==> config.mk <==
export PLATFORM = sky130hd
export DESIGN_NAME = gpo_top
export DESIGN_NICKNAME = d
export VERILOG_FILES = /design/src/verilog/gpo_pin_drv.v /design/src/verilog/gpo_port.v /design/src/verilog/gpo_top.v
export VERILOG_INCLUDE_DIRS = /design/src /design/src/verilog
export SDC_FILE = /design/constraint.sdc
export NUM_CORES = 1
export LEC_CHECK = 0
export ABC_AREA = 0
export BUFFER_PORTS_ARGS = -buffer_cell sky130_fd_sc_hd__buf_4
export CAP_MARGIN = 20
export CORE_ASPECT_RATIO = 0.5
export CORE_MARGIN = 8
export CORE_UTILIZATION = 44
export DETAILED_ROUTE_END_ITERATION = 6
export GPL_TIMING_DRIVEN = 0
export HOLD_SLACK_MARGIN = 0.1
export PLACE_DENSITY = 0.89
export SETUP_SLACK_MARGIN = 0.3
export SYNTH_ARGS = -nofsm -noshare
export SYNTH_HDL_FRONTEND = slang
export SYNTH_SLANG_ARGS = --single-unit
export TNS_END_PERCENT = 30
==> constraint.sdc <==
create_clock -name i_clock -period 1.7 [get_ports i_clock]
set_input_delay 0.085 -clock i_clock [delete_from_list [all_inputs] [get_ports i_clock]]
set_output_delay 0.085 -clock i_clock [all_outputs]
set_load 0.05 [all_outputs]
==> src/verilog/gpo_defs.vh <==
// Purpose: Register indices, field positions and reset values of the GPIO block
// Assumes: Avalon-MM word addressing, register index equals word address
// Notes:   Byte address of a register is four times its index
`ifndef GPO_DEFS_VH
`define GPO_DEFS_VH

// ***************************************************************
// Register indices
// ***************************************************************
`define GPO_IDX_PORT_A_DATA   8'hd0
`define GPO_IDX_PORT_B_DATA   8'hd1
`define GPO_IDX_PORT_C_DATA   8'hd5
`define GPO_IDX_PORT_A_PULLUP 8'he0
`define GPO_IDX_PORT_B_PULLUP 8'he1
`define GPO_IDX_PORT_C_PULLUP 8'he5
`define GPO_IDX_OD_CTRL       8'he9
`define GPO_IDX_PORT_A_DIR    8'hb8
`define GPO_IDX_PORT_B_DIR    8'hc1
`define GPO_IDX_PORT_C_DIR    8'hc5
`define GPO_IDX_BIT_OP        8'hf0

// ***************************************************************
// Widths and implemented bits
// ***************************************************************
`define GPO_ADDR_W            8
`define GPO_BUS_W             32
`define GPO_REG_W             8
`define GPO_PORT_A_W          1
`define GPO_PORT_B_W          6
`define GPO_PORT_C_W          8
`define GPO_PORT_A_IMPL       8'h01
`define GPO_PORT_B_IMPL       8'h1f
`define GPO_PORT_C_IMPL       8'hff
`define GPO_INPUT_ONLY_BIT    5
`define GPO_INPUT_ONLY_MASK   8'h20
`define GPO_OD_SELECT_BIT     0
`define GPO_OD_PIN_BIT        0

// ***************************************************************
// Bit operation word fields
// ***************************************************************
`define GPO_BITOP_IDX_HI      7
`define GPO_BITOP_IDX_LO      0
`define GPO_BITOP_POS_HI      10
`define GPO_BITOP_POS_LO      8
`define GPO_BITOP_VAL         11

// ***************************************************************
// Reset values
// ***************************************************************
`define GPO_RST_REG           8'h00
`define GPO_RST_BUS           32'h0000_0000

`endif

==> src/verilog/gpo_pin_drv.v <==
// Purpose: Drive logic of one port pin, push-pull or open-drain
// Assumes: Latch, direction and open-drain select come from registers
// Notes:   Pin never drives high while open-drain is active
`timescale 1ns/1ps
`default_nettype none

module gpo_pin_drv #(
  parameter OD_CAPABLE = 0
) (
  input  wire i_latch,
  input  wire i_dir,
  input  wire i_od_en,
  output wire o_out,
  output wire o_oe
);

  wire od_active;

  // Open-drain only acts with the pin in output direction
  assign od_active = (OD_CAPABLE != 0) && i_od_en && i_dir;

  // Open-drain: latch 1 floats, latch 0 sinks; direction left untouched
  assign o_out = od_active ? 1'b0 : i_latch;
  assign o_oe  = od_active ? ~i_latch : i_dir;

endmodule

`default_nettype wire

==> src/verilog/gpo_port.v <==
// Purpose: Output latch, direction and pull-up registers of one port
// Assumes: Write strobes are one-cycle pulses from the bus slave
// Notes:   Bits outside the implemented mask stay zero
`timescale 1ns/1ps
`default_nettype none
`include "gpo_defs.vh"

module gpo_port #(
  parameter [7:0] IMPL = 8'hff
) (
  input  wire       i_clock,
  input  wire       i_reset,
  input  wire       i_data_we,
  input  wire       i_dir_we,
  input  wire       i_pu_we,
  input  wire [7:0] i_wdata,
  input  wire       i_bit_data_we,
  input  wire       i_bit_dir_we,
  input  wire [2:0] i_bit_pos,
  input  wire       i_bit_val,
  output wire [7:0] o_data,
  output wire [7:0] o_dir,
  output wire [7:0] o_pu
);

  reg [7:0] data_q;
  reg [7:0] dir_q;
  reg [7:0] pu_q;

  // Single bit change, others kept
  function [7:0] bit_merge;
    input [7:0] old;
    input [2:0] pos;
    input       val;
    reg   [7:0] sel;
    begin
      sel       = 8'h01 << pos;
      bit_merge = val ? (old | sel) : (old & ~sel);
    end
  endfunction

  // ***************************************************************
  // Registers
  // ***************************************************************
  always @(posedge i_clock)
  begin
    if (i_reset)
    begin
      data_q <= `GPO_RST_REG;
      dir_q  <= `GPO_RST_REG;
      pu_q   <= `GPO_RST_REG;
    end
    else
    begin
      if (i_data_we)
        data_q <= i_wdata & IMPL;
      else if (i_bit_data_we)
        data_q <= bit_merge(data_q, i_bit_pos, i_bit_val) & IMPL;
      if (i_dir_we)
        dir_q <= i_wdata & IMPL;
      else if (i_bit_dir_we)
        dir_q <= bit_merge(dir_q, i_bit_pos, i_bit_val) & IMPL;
      if (i_pu_we)
        pu_q <= i_wdata & IMPL;
    end
  end

  assign o_data = data_q;
  assign o_dir  = dir_q;
  assign o_pu   = pu_q;

endmodule

`default_nettype wire

==> src/verilog/gpo_top.v <==
// Purpose: GPIO block with three ports, pull-ups and one open-drain pin
// Assumes: Avalon-MM slave, word address is the register index
// Notes:   Every access takes two cycles; pull-up and open-drain regs are write-only
//
// Chosen here: the Avalon-MM slave port.
`timescale 1ns/1ps
`default_nettype none
`include "gpo_defs.vh"

module gpo_top (
  input  wire                     i_clock,
  input  wire                     i_reset,
  input  wire [`GPO_ADDR_W-1:0]   i_avs_address,
  input  wire                     i_avs_read,
  input  wire                     i_avs_write,
  input  wire [`GPO_BUS_W-1:0]    i_avs_writedata,
  input  wire [3:0]               i_avs_byteenable,
  output wire [`GPO_BUS_W-1:0]    o_avs_readdata,
  output wire                     o_avs_waitrequest,
  input  wire                     i_ext_reset_option,
  input  wire [`GPO_PORT_A_W-1:0] i_port_a_pin,
  output wire [`GPO_PORT_A_W-1:0] o_port_a_out,
  output wire [`GPO_PORT_A_W-1:0] o_port_a_oe,
  output wire [`GPO_PORT_A_W-1:0] o_port_a_pullup,
  input  wire [`GPO_PORT_B_W-1:0] i_port_b_pin,
  output wire [`GPO_PORT_B_W-1:0] o_port_b_out,
  output wire [`GPO_PORT_B_W-1:0] o_port_b_oe,
  output wire [`GPO_PORT_B_W-1:0] o_port_b_pullup,
  input  wire [`GPO_PORT_C_W-1:0] i_port_c_pin,
  output wire [`GPO_PORT_C_W-1:0] o_port_c_out,
  output wire [`GPO_PORT_C_W-1:0] o_port_c_oe,
  output wire [`GPO_PORT_C_W-1:0] o_port_c_pullup
);

  reg  [`GPO_BUS_W-1:0] rdata_q;
  reg  [`GPO_BUS_W-1:0] rdata_d;
  reg                   ack_q;
  reg                   od_q;
  wire                  req;
  wire                  wr_go;
  wire                  lane0;
  wire [7:0]            wbyte;
  wire [7:0]            bit_idx;
  wire [2:0]            bit_pos;
  wire                  bit_val;
  wire                  bit_go;
  wire [7:0]            a_data;
  wire [7:0]            a_dir;
  wire [7:0]            a_pu;
  wire [7:0]            b_data;
  wire [7:0]            b_dir;
  wire [7:0]            b_pu;
  wire [7:0]            c_data;
  wire [7:0]            c_dir;
  wire [7:0]            c_pu;
  wire [7:0]            b_dir_view;
  wire [7:0]            a_level;
  wire [7:0]            b_level;
  wire [7:0]            c_level;

  // Address match, used for every register strobe
  function hit;
    input [7:0] addr;
    input [7:0] idx;
    begin
      hit = (addr == idx);
    end
  endfunction

  // ***************************************************************
  // Avalon-MM slave handshake
  // ***************************************************************
  // One wait cycle gives a registered read path; writes land on the
  // edge where waitrequest is low, matching the master's sample edge.
  assign req               = i_avs_read | i_avs_write;
  assign o_avs_waitrequest = req & ~ack_q;
  assign wr_go             = i_avs_write & ack_q;
  assign lane0             = i_avs_byteenable[0];
  assign wbyte             = i_avs_writedata[7:0];
  assign o_avs_readdata    = rdata_q;

  always @(posedge i_clock)
  begin
    if (i_reset)
      ack_q <= 1'b0;
    else
      ack_q <= req & ~ack_q;
  end

  // ***************************************************************
  // Bit set or clear command
  // ***************************************************************
  assign bit_idx = i_avs_writedata[`GPO_BITOP_IDX_HI:`GPO_BITOP_IDX_LO];
  assign bit_pos = i_avs_writedata[`GPO_BITOP_POS_HI:`GPO_BITOP_POS_LO];
  assign bit_val = i_avs_writedata[`GPO_BITOP_VAL];
  assign bit_go  = wr_go & hit(i_avs_address, `GPO_IDX_BIT_OP) & (i_avs_byteenable[1:0] == 2'b11);

  // ***************************************************************
  // Port registers
  // ***************************************************************
  gpo_port #(
    .IMPL (`GPO_PORT_A_IMPL)
  ) u_port_a (
    .i_clock       (i_clock),
    .i_reset       (i_reset),
    .i_data_we     (wr_go & lane0 & hit(i_avs_address, `GPO_IDX_PORT_A_DATA)),
    .i_dir_we      (wr_go & lane0 & hit(i_avs_address, `GPO_IDX_PORT_A_DIR)),
    .i_pu_we       (wr_go & lane0 & hit(i_avs_address, `GPO_IDX_PORT_A_PULLUP)),
    .i_wdata       (wbyte),
    .i_bit_data_we (bit_go & hit(bit_idx, `GPO_IDX_PORT_A_DATA)),
    .i_bit_dir_we  (bit_go & hit(bit_idx, `GPO_IDX_PORT_A_DIR)),
    .i_bit_pos     (bit_pos),
    .i_bit_val     (bit_val),
    .o_data        (a_data),
    .o_dir         (a_dir),
    .o_pu          (a_pu)
  );

  // Input-only bit is left out of the implemented mask of port B
  gpo_port #(
    .IMPL (`GPO_PORT_B_IMPL)
  ) u_port_b (
    .i_clock       (i_clock),
    .i_reset       (i_reset),
    .i_data_we     (wr_go & lane0 & hit(i_avs_address, `GPO_IDX_PORT_B_DATA)),
    .i_dir_we      (wr_go & lane0 & hit(i_avs_address, `GPO_IDX_PORT_B_DIR)),
    .i_pu_we       (wr_go & lane0 & hit(i_avs_address, `GPO_IDX_PORT_B_PULLUP)),
    .i_wdata       (wbyte),
    .i_bit_data_we (bit_go & hit(bit_idx, `GPO_IDX_PORT_B_DATA)),
    .i_bit_dir_we  (bit_go & hit(bit_idx, `GPO_IDX_PORT_B_DIR)),
    .i_bit_pos     (bit_pos),
    .i_bit_val     (bit_val),
    .o_data        (b_data),
    .o_dir         (b_dir),
    .o_pu          (b_pu)
  );

  gpo_port #(
    .IMPL (`GPO_PORT_C_IMPL)
  ) u_port_c (
    .i_clock       (i_clock),
    .i_reset       (i_reset),
    .i_data_we     (wr_go & lane0 & hit(i_avs_address, `GPO_IDX_PORT_C_DATA)),
    .i_dir_we      (wr_go & lane0 & hit(i_avs_address, `GPO_IDX_PORT_C_DIR)),
    .i_pu_we       (wr_go & lane0 & hit(i_avs_address, `GPO_IDX_PORT_C_PULLUP)),
    .i_wdata       (wbyte),
    .i_bit_data_we (bit_go & hit(bit_idx, `GPO_IDX_PORT_C_DATA)),
    .i_bit_dir_we  (bit_go & hit(bit_idx, `GPO_IDX_PORT_C_DIR)),
    .i_bit_pos     (bit_pos),
    .i_bit_val     (bit_val),
    .o_data        (c_data),
    .o_dir         (c_dir),
    .o_pu          (c_pu)
  );

  // ***************************************************************
  // Open-drain control, write-only
  // ***************************************************************
  always @(posedge i_clock)
  begin
    if (i_reset)
      od_q <= 1'b0;
    else if (wr_go & lane0 & hit(i_avs_address, `GPO_IDX_OD_CTRL))
      od_q <= wbyte[`GPO_OD_SELECT_BIT];
  end

  // ***************************************************************
  // Pin drivers
  // ***************************************************************
  genvar g;
  generate
    for (g = 0; g < `GPO_PORT_A_W; g = g + 1)
    begin : g_pa
      gpo_pin_drv #(
        .OD_CAPABLE (0)
      ) u_drv (
        .i_latch (a_data[g]),
        .i_dir   (a_dir[g]),
        .i_od_en (1'b0),
        .o_out   (o_port_a_out[g]),
        .o_oe    (o_port_a_oe[g])
      );
    end
    for (g = 0; g < `GPO_PORT_B_W; g = g + 1)
    begin : g_pb
      gpo_pin_drv #(
        .OD_CAPABLE ((g == `GPO_OD_PIN_BIT) ? 1 : 0)
      ) u_drv (
        .i_latch (b_data[g]),
        .i_dir   (b_dir[g]),
        .i_od_en (od_q),
        .o_out   (o_port_b_out[g]),
        .o_oe    (o_port_b_oe[g])
      );
    end
    for (g = 0; g < `GPO_PORT_C_W; g = g + 1)
    begin : g_pc
      gpo_pin_drv #(
        .OD_CAPABLE (0)
      ) u_drv (
        .i_latch (c_data[g]),
        .i_dir   (c_dir[g]),
        .i_od_en (1'b0),
        .o_out   (o_port_c_out[g]),
        .o_oe    (o_port_c_oe[g])
      );
    end
  endgenerate

  // Input-only pin never gets a pull-up (mask keeps b_pu bit 5 zero)
  assign o_port_a_pullup = a_pu[`GPO_PORT_A_W-1:0];
  assign o_port_b_pullup = b_pu[`GPO_PORT_B_W-1:0];
  assign o_port_c_pullup = c_pu[`GPO_PORT_C_W-1:0];

  // ***************************************************************
  // Read path
  // ***************************************************************
  assign a_level    = {{(8-`GPO_PORT_A_W){1'b0}}, i_port_a_pin};
  assign b_level    = {{(8-`GPO_PORT_B_W){1'b0}}, i_port_b_pin}
                      | (i_ext_reset_option ? `GPO_INPUT_ONLY_MASK : `GPO_RST_REG);
  assign c_level    = i_port_c_pin;
  assign b_dir_view = b_dir | `GPO_INPUT_ONLY_MASK;

  always @*
  begin
    rdata_d = `GPO_RST_BUS;
    case (i_avs_address)
      `GPO_IDX_PORT_A_DATA:   rdata_d[7:0] = a_level;
      `GPO_IDX_PORT_B_DATA:   rdata_d[7:0] = b_level;
      `GPO_IDX_PORT_C_DATA:   rdata_d[7:0] = c_level;
      `GPO_IDX_PORT_A_DIR:    rdata_d[7:0] = a_dir;
      `GPO_IDX_PORT_B_DIR:    rdata_d[7:0] = b_dir_view;
      `GPO_IDX_PORT_C_DIR:    rdata_d[7:0] = c_dir;
      // Pull-up enables are write-only except the fixed input-only bit
      `GPO_IDX_PORT_B_PULLUP: rdata_d[7:0] = `GPO_INPUT_ONLY_MASK;
      default:                rdata_d = `GPO_RST_BUS;
    endcase
  end

  always @(posedge i_clock)
  begin
    if (i_reset)
      rdata_q <= `GPO_RST_BUS;
    else if (i_avs_read & ~ack_q)
      rdata_q <= rdata_d;
  end

endmodule

`default_nettype wire

### Word level (Yosys, flattened, before mapping)

Index checks and enable logic that the tools add are counted.
Widths: inputs -> output; s select.

* reduce and logical (&&, ||, !) cells: 7
* multiplexer cells: 22
* equal/unequal tests: 18
* shift-type cells: 1
* bitwise operators: 39

Operators with widths (number)
* $eq 8x8->1 const B: 17
* $pmux 8 s7: 1
* $mux 8: 6
* $mux 5: 6
* $and 1x1->1: 24
* $and 8x8->8: 2
* $or 8x8->8: 2
* $reduce_bool 2->1: 6
* $and 5x5->5: 2
* $or 5x5->5: 2
* $mux 1: 8
* $not 8->8: 1
* $shl 1x3->8 const A: 1
* $mux 6: 1
* $or 6x6->6: 1
* $or 1x1->1: 3
* $eq 2x2->1 const B: 1
* $not 1->1: 2
* $logic_and 1x1->1: 1

* output and inout bits: 78
* flip-flop bits (word level): 52

### Logic depth before layout (Yosys ltp)

Gate-level depths: netlist of run 1.

* depth after elaboration: 6
* mapped depth: 8
* gate-level depth less buffers: 5

### Hierarchy

A second synthesis of run 1 with hierarchy kept.

* cells, all modules: 431
* area total of the unflattened synthesis: 3804.9 um2

Modules (own cells, without submodules)
* gpo_top: instances 1, seq. area each 200.2 um2, area an instance 1199.9 um2, cells an instance 151
* gpo_port at u_port_c: instances 1, seq. area each 480.5 um2, area an instance 1196.1 um2, cells an instance 123
* gpo_port at u_port_b: instances 1, seq. area each 300.3 um2, area an instance 869.6 um2, cells an instance 89
* gpo_port at u_port_a: instances 1, seq. area each 60.1 um2, area an instance 314.1 um2, cells an instance 38
* gpo_pin_drv: instances 15, seq. area each 0.0 um2, area an instance 15.0 um2, cells an instance 2

### Worst setup path before layout of run 1

Ideal clock, no wire load.

* path kind: in2reg
* start: input i_avs_writedata[0]
* end: register (tool-made name)
* setup slack: 10 ps
* setup time: 95 ps
* data arrival time: 1595 ps
* required time: 1605 ps
* stages: 6
* cell sequence: buf_2 -> nor4b_1 -> clkbuf_1 -> nand4_1 -> mux2i_1 -> a221oi_1

RTL lines
* start, declared: line gpo_top.v:16 `` input wire [`GPO_BUS_W-1:0] i_avs_writedata, ``

==> results of run 1 <==
[cell type report]
class	count	share of cell area
tap	96	0.0256
timing repair buffer	101	0.167
inverter	2	0.00160
sequential	52	0.223
clock inverter	1	0.00160
clock buffer	7	0.0304
buffer	77	0.112
multi-input combinational	290	0.439
[through the flow]
step / setup WS (ns) / hold WS [ns]
global route: -0.0210 / 0.108
detailed placement: -0.405 / 0.389
finish: 0.0519 / 0.0984
floorplan: 0.179 / 0.232
global placement: -0.388 / 0.363
CTS: 0.0730 / 0.101
[worst max-delay path, stage by stage]
cell	delay, ns
buf_8	0.10
or4_4	0.55
nor4_4	0.31
buf_6	0.18
nand2_1	0.11
clkbuf_8	0.19
o21ai_1	0.14
a311oi_1	0.11
[routing by layer]
layer | part of all wire | track usage | wire [µm]
met1 | 0.41 | 0.239 | 4530
met2 | 0.46 | 0.307 | 5100
met3 | 0.11 | 0.0535 | 1240
met4 | 0.019 | 0.0571 | 205
met5 | 0 | 0 | 0
[power groups by stage]
stage          Combinational, mW  Sequential, mW  Clock (mW)
2_1_floorplan              0.313            1.25           0
3_3_place_gp               0.445            1.25           0
3_5_place_dp               0.447            1.25           0
4_1_cts                    0.478            1.22        1.04
5_1_grt                    0.529            1.22        1.08
6_report                   0.504            1.22        1.04
[final timing paths]
path                            depth (start not counted)              start  slack (ns)                 to
worst max-delay path                                    8   i_avs_address[1]        0.05               flop
worst min-delay path                                    3        i_avs_write         0.1              ack_q
worst max register to register                          6              ack_q        0.06   u_port_c.o_pu[6]
worst min register to register                          2  o_avs_readdata[1]        0.45  o_avs_readdata[1]
[kinds of logic (layout without fill, tap and decap cells)]
kind of cell           after synthesis  in the layout  share of synthesized area
and+or+nand+nor                    140            140                      0.235
DFF                                 52             52                      0.316
other                                1             27                    0.00114
buffers and inverters               79            188                      0.157
muxes                               34             34                      0.103
AOI/OAI and AO/OA                   89             89                      0.188
[cell usage after synthesis (2+ instances only)]
| library cell | instances |
|---|---|
| mux2i_1 | 34 |
| buf_6 | 2 |
| dfxtp_1 | 52 |
| a21boi_0 | 2 |
| nor4b_1 | 2 |
| a41oi_1 | 4 |
| nor3_1 | 8 |
| and2_1 | 7 |
| inv_1 | 2 |
| a21oi_1 | 4 |
| nor4_1 | 2 |
| o21ai_0 | 31 |
| nand4bb_1 | 2 |
| and4b_1 | 2 |
| a31oi_1 | 10 |
| clkbuf_1 | 17 |
| nand4_1 | 10 |
| buf_2 | 4 |
| nor3_2 | 3 |
| and3b_1 | 2 |
| nor2b_1 | 2 |
| o22a_1 | 4 |
| nand2_1 | 28 |
| a221oi_1 | 21 |
| a311oi_1 | 6 |
| a22oi_1 | 3 |
| nor2_1 | 40 |
| nor4bb_1 | 2 |
| buf_4 | 53 |
| nand3_1 | 11 |
| nor3b_1 | 5 |
[layout by cell type (no fill, tap or decap), types with 4 or more instances in the layout]
master           n
mux2i_1         34
nand2_1         27
dlygate4sd3_1    4
o21ai_1         22
buf_2            4
conb_1          27
nor3_1           5
a221oi_2         5
a21oi_1          4
nand4_1         10
nor3b_1          4
a221oi_1        16
and2_1           6
o22a_1           4
nand3_1          9
clkbuf_16        5
nor3_2           4
dfxtp_1         51
a31oi_1          8
buf_6            4
nor2_1          35
buf_4          147
clkbuf_1        14
o21ai_0          5
[timing repair]
| item | in CTS | in global routing |
|---|---|---|
| pin swaps | 6 | 24 |
| buffers inserted | 8 | 1 |
| hold buffers | 4 | 0 |
| resized for setup | 27 | 36 |
| gates cloned | 1 | 0 |
| setup endpoints to repair | 50 | 51 |
| hold endpoints to repair | 4 | 0 |
==> results.cfg, run 1 <==
[run_status]
status = finished, final reports clean

[die]
std_cell_rows = 22
die_area_um2 = 10700
dieWidth_um = 138
die_h_um = 77.2
coreArea_um2 = 7290
num_io_pins = 142
initial_core_util = 0.451

[yosys]
synth_cell_types = 51
synth_ff_type = dfxtp_1
synth.avg_cell_area_um2 = 8.34
synth_top_cell_by_area = dfxtp_1
syn-cell-area_um2 = 3290
synth-seq-cells = 52
synthCells = 395
yosysWarnings = 0
async_flop_share = 0
synth_edf_count = 0
synth_top_area_share = 0.316
ys_seq_area_frac = 0.316
synth.area.top_cells = dfxtp_1 (32%), buf_4 (12%), mux2i_1 (10%)

[cells_and_area]
filler_cell_count = 569
stdcell_count = 626
area_growth_pct = 42.4
multi_input_area_um2 = 2060
drive_gt1_frac = 0.396
layout.nets = 593
regArea_um2 = 1040
stdcell_area_um2 = 4690
antenna_cells = 0
utilization = 0.643

[worst_setup_path]
crit_arrival_ns = 1.78
worstPathMaxFanout = 10
cp.required_ns = 1.84
end_kind = flop
crit_type = in -> reg
cp-start-kind = primary input

[power_and_ir_drop]
power_frac_comb = 0.182
power_mw = 2.76
p_int_mw = 1.98
ir_drop_v = 0.000447
pwr-share-seq = 0.442
clockPowerShare = 0.376
netSwitchingFraction = 0.283
p_switching_uw = 782
p_per_area_nw_per_um2 = 589
p_leak_nw = 1.95

[placement]
gp_congestion = 0.937
dp.cells = 604
placed_area_um2 = 4220
post-dp-hpwl_mm = 8.01
io_buffer_count = 87

[timing]
min_period_ns = 1.65
slew-limit-headroom = 0.527
fmax_mhz = 607
setup_viol = 0
tightest_slew_ns = 0.710
rsz0062_at_grt = true
fin_crit_sh = 0.969
setup_tns_ns = 0
drv_slew = 0
finClkSkew_ns = 0.00372
finalHoldViolCount = 0

[clocking]
cts_sinks = 52
worstSkewPairLatency_ns = 0.29
path_clk_slew_ns = 0.07
root_buffer = clkbuf_16
clock_path_buffers = 2
tritoncts = built
numCtsBuffers = 5
cts_htree_levels = 2

[routing]
first_pass_iters = 6
vias = 3566
dr.first_iter.drc_count = 422
routed_via_density = 5.70
wl_per_cell_um = 17.7
drc = 0
wl_mm = 11.1
antenna_left = 0

[grt]
grt_pass1_vias = 3379
grt_pass1_wl_mm = 17.2
grt_use_total = 0.189
overflow = 0
grt_max_degree = 16
antenna_found_initial = 0

[flow_run]
max-cap-violations = 0

[hold_path]
worst_hold_path_type = in -> reg
No activity file was read; power rests on OpenSTA's default activity.
==> run 2: changes to the inputs <==
--- a/config.mk
+++ b/config.mk
@@ -11,13 +11,15 @@
 export CAP_MARGIN = 20
 export CORE_ASPECT_RATIO = 0.5
 export CORE_MARGIN = 8
-export CORE_UTILIZATION = 44
+export CORE_UTILIZATION = 45
 export DETAILED_ROUTE_END_ITERATION = 6
 export GPL_TIMING_DRIVEN = 0
 export HOLD_SLACK_MARGIN = 0.1
-export PLACE_DENSITY = 0.89
+export PLACE_DENSITY = 0.88
 export SETUP_SLACK_MARGIN = 0.3
+export SLEW_MARGIN = 25
 export SYNTH_ARGS = -nofsm -noshare
 export SYNTH_HDL_FRONTEND = slang
+export SYNTH_HIERARCHICAL = 1
 export SYNTH_SLANG_ARGS = --single-unit
 export TNS_END_PERCENT = 30
==> run 2 against run 1 <==
Net effect: final cell count rose by 8.6%; synthesized cell count rose by 4.6%; critical path type is now reg -> reg; setup slack got worse by 0.34 ns; wire length rose by 20%; clock power rose by 19%; via count rose by 10%; the flow now finishes with violations (setup timing); cell area rose by 14%.
==> results.cfg, run 2 <==
[die]
std_cell_rows = 23
die_h_um = 79.9
die_area_um2 = 11500
initial_core_util = 0.460
coreArea_um2 = 7970
num_io_pins = 142
dieWidth_um = 144

[yosys]
syn-cell-area_um2 = 3670
yosysWarnings = 6
synth.avg_cell_area_um2 = 8.89
synthCells = 413

[cells_and_area]
area_growth_pct = 46.1
layout.nets = 631
drive_gt1_frac = 0.491
final_cell_mix = buf_4 (171), dfxtp_1 (51), conb_1 (36), nor2_1 (35), mux2i_1 (17)
antenna_cells = 0
final_common_cell = buf_4
stdcell_area_um2 = 5360
utilization = 0.673
stdcell_count = 680

[worst_setup_path]
end_kind = flop
cp_top_family = simple AND/OR/NAND/NOR gates
cp.required_ns = 1.86
crit_type = reg -> reg
worstPathMaxFanout = 5
r2r_start = ack_q
critical_path_buf_inv_count = 1
cp-start-kind = flop
path_cells = nand3_4 > or3_4 > inv_4 > nand3_4 > nor2_4 > or3b_1 > nor3_2 > a2111oi_2
worst_path_largest_cell_delay_ns = 0.43
crit_arrival_ns = 2.15
critPathLaunch = ack_q
slowest_stage = or3b_1
cp_common_cell = nand3_4

[clocking]
root_buffer = clkbuf_16
clock_path_buffers = 2
worstSkewPairLatency_ns = 0.30
cts_sinks = 52
tritoncts = built
cts_htree_levels = 2
path_clk_slew_ns = 0.07
numCtsBuffers = 5

[timing]
fmax_mhz = 503
finalHoldViolCount = 0
tightest_slew_ns = 0.701
drv_slew = 0
fin_crit_sh = 1.17
setup_viol = 33
min_period_ns = 1.99
finClkSkew_ns = 0.00749
rsz0062_at_grt = true
fin_hold_ws_ns = 0.108
setup_tns_ns = -5.22
slew-limit-headroom = 0.529
setup_slack_ns = -0.286

[power_and_ir_drop]
power_mw = 3.10
p_leak_nw = 2.35
p_per_area_nw_per_um2 = 578
ir_drop_v = 0.000378

[grt]
grt_pass1_wl_mm = 19.0
grt_pass1_vias = 3734
grt_max_degree = 22
grt_use_total = 0.205
overflow = 0
antenna_found_initial = 0

[placement]
post-dp-hpwl_mm = 8.20
pre_cts_slack_ns = -0.781
dp.cells = 650
placed_area_um2 = 4670
gp_congestion = 0.861
io_buffer_count = 92

[hold_path]
worst_hold_path_type = in -> reg
holdCritStartpoint = i_avs_write

[routing]
wl_per_cell_um = 19.6
first_pass_iters = 5
routed_via_density = 5.78
drc = 0
wl_mm = 13.3
vias = 3932
antenna_left = 0
dr.first_iter.drc_count = 486

[flow_run]
max-cap-violations = 0

[run_status]
status = complete, but fails checks
violations = setup timing
## run 2: tightest hold or removal path: stages
cell and delay, ns:
buf_4 0.11, nor2_1 0.06, nor3_1 0.10
## run 2: repair_timing
| item | CTS | global route |
|---|---|---|
| endpoints found under the hold margin | 3 | 0 |
| pin swaps | 20 | 25 |
| resized for setup | 44 | 37 |
| setup endpoints to repair | 43 | 51 |
| setup buffers | 16 | 3 |
| hold buffers | 3 | 0 |
## run 2: worst paths after layout
kind / to / slack (ns) / depth (start not counted)
setup / recovery: flop / -0.29 / 8
hold / removal: ack_q / 0.11 / 3
setup reg to reg: flop / -0.29 / 8
hold reg to reg: u_port_b/o_pu[3] / 0.50 / 2
## run 2: layout make-up
class	count	area, µm²
Buffer	86	649
Clock buffer	7	153
Clock inverter	1	30.0
Fill cell	524	2610
Inverter	11	43.8
Multi-Input combinational cell	297	2410
Sequential cell	52	1040
Tap cell	112	140
Timing Repair Buffer	114	890
## run 2: metal layers
layer  wire length (µm)  GRT usage
met5                  0          0
met4                561     0.0999
met3               1320     0.0483
met2               6430      0.354
met1               5010      0.239
## run 2: power breakdown
part           internal (mW)  total (mW)  leakage (nW)  switching [mW]
Sequential              1.22        1.22         0.420         0.00381
Combinational          0.229       0.638          1.84           0.409
Clock                  0.776        1.24        0.0901           0.462
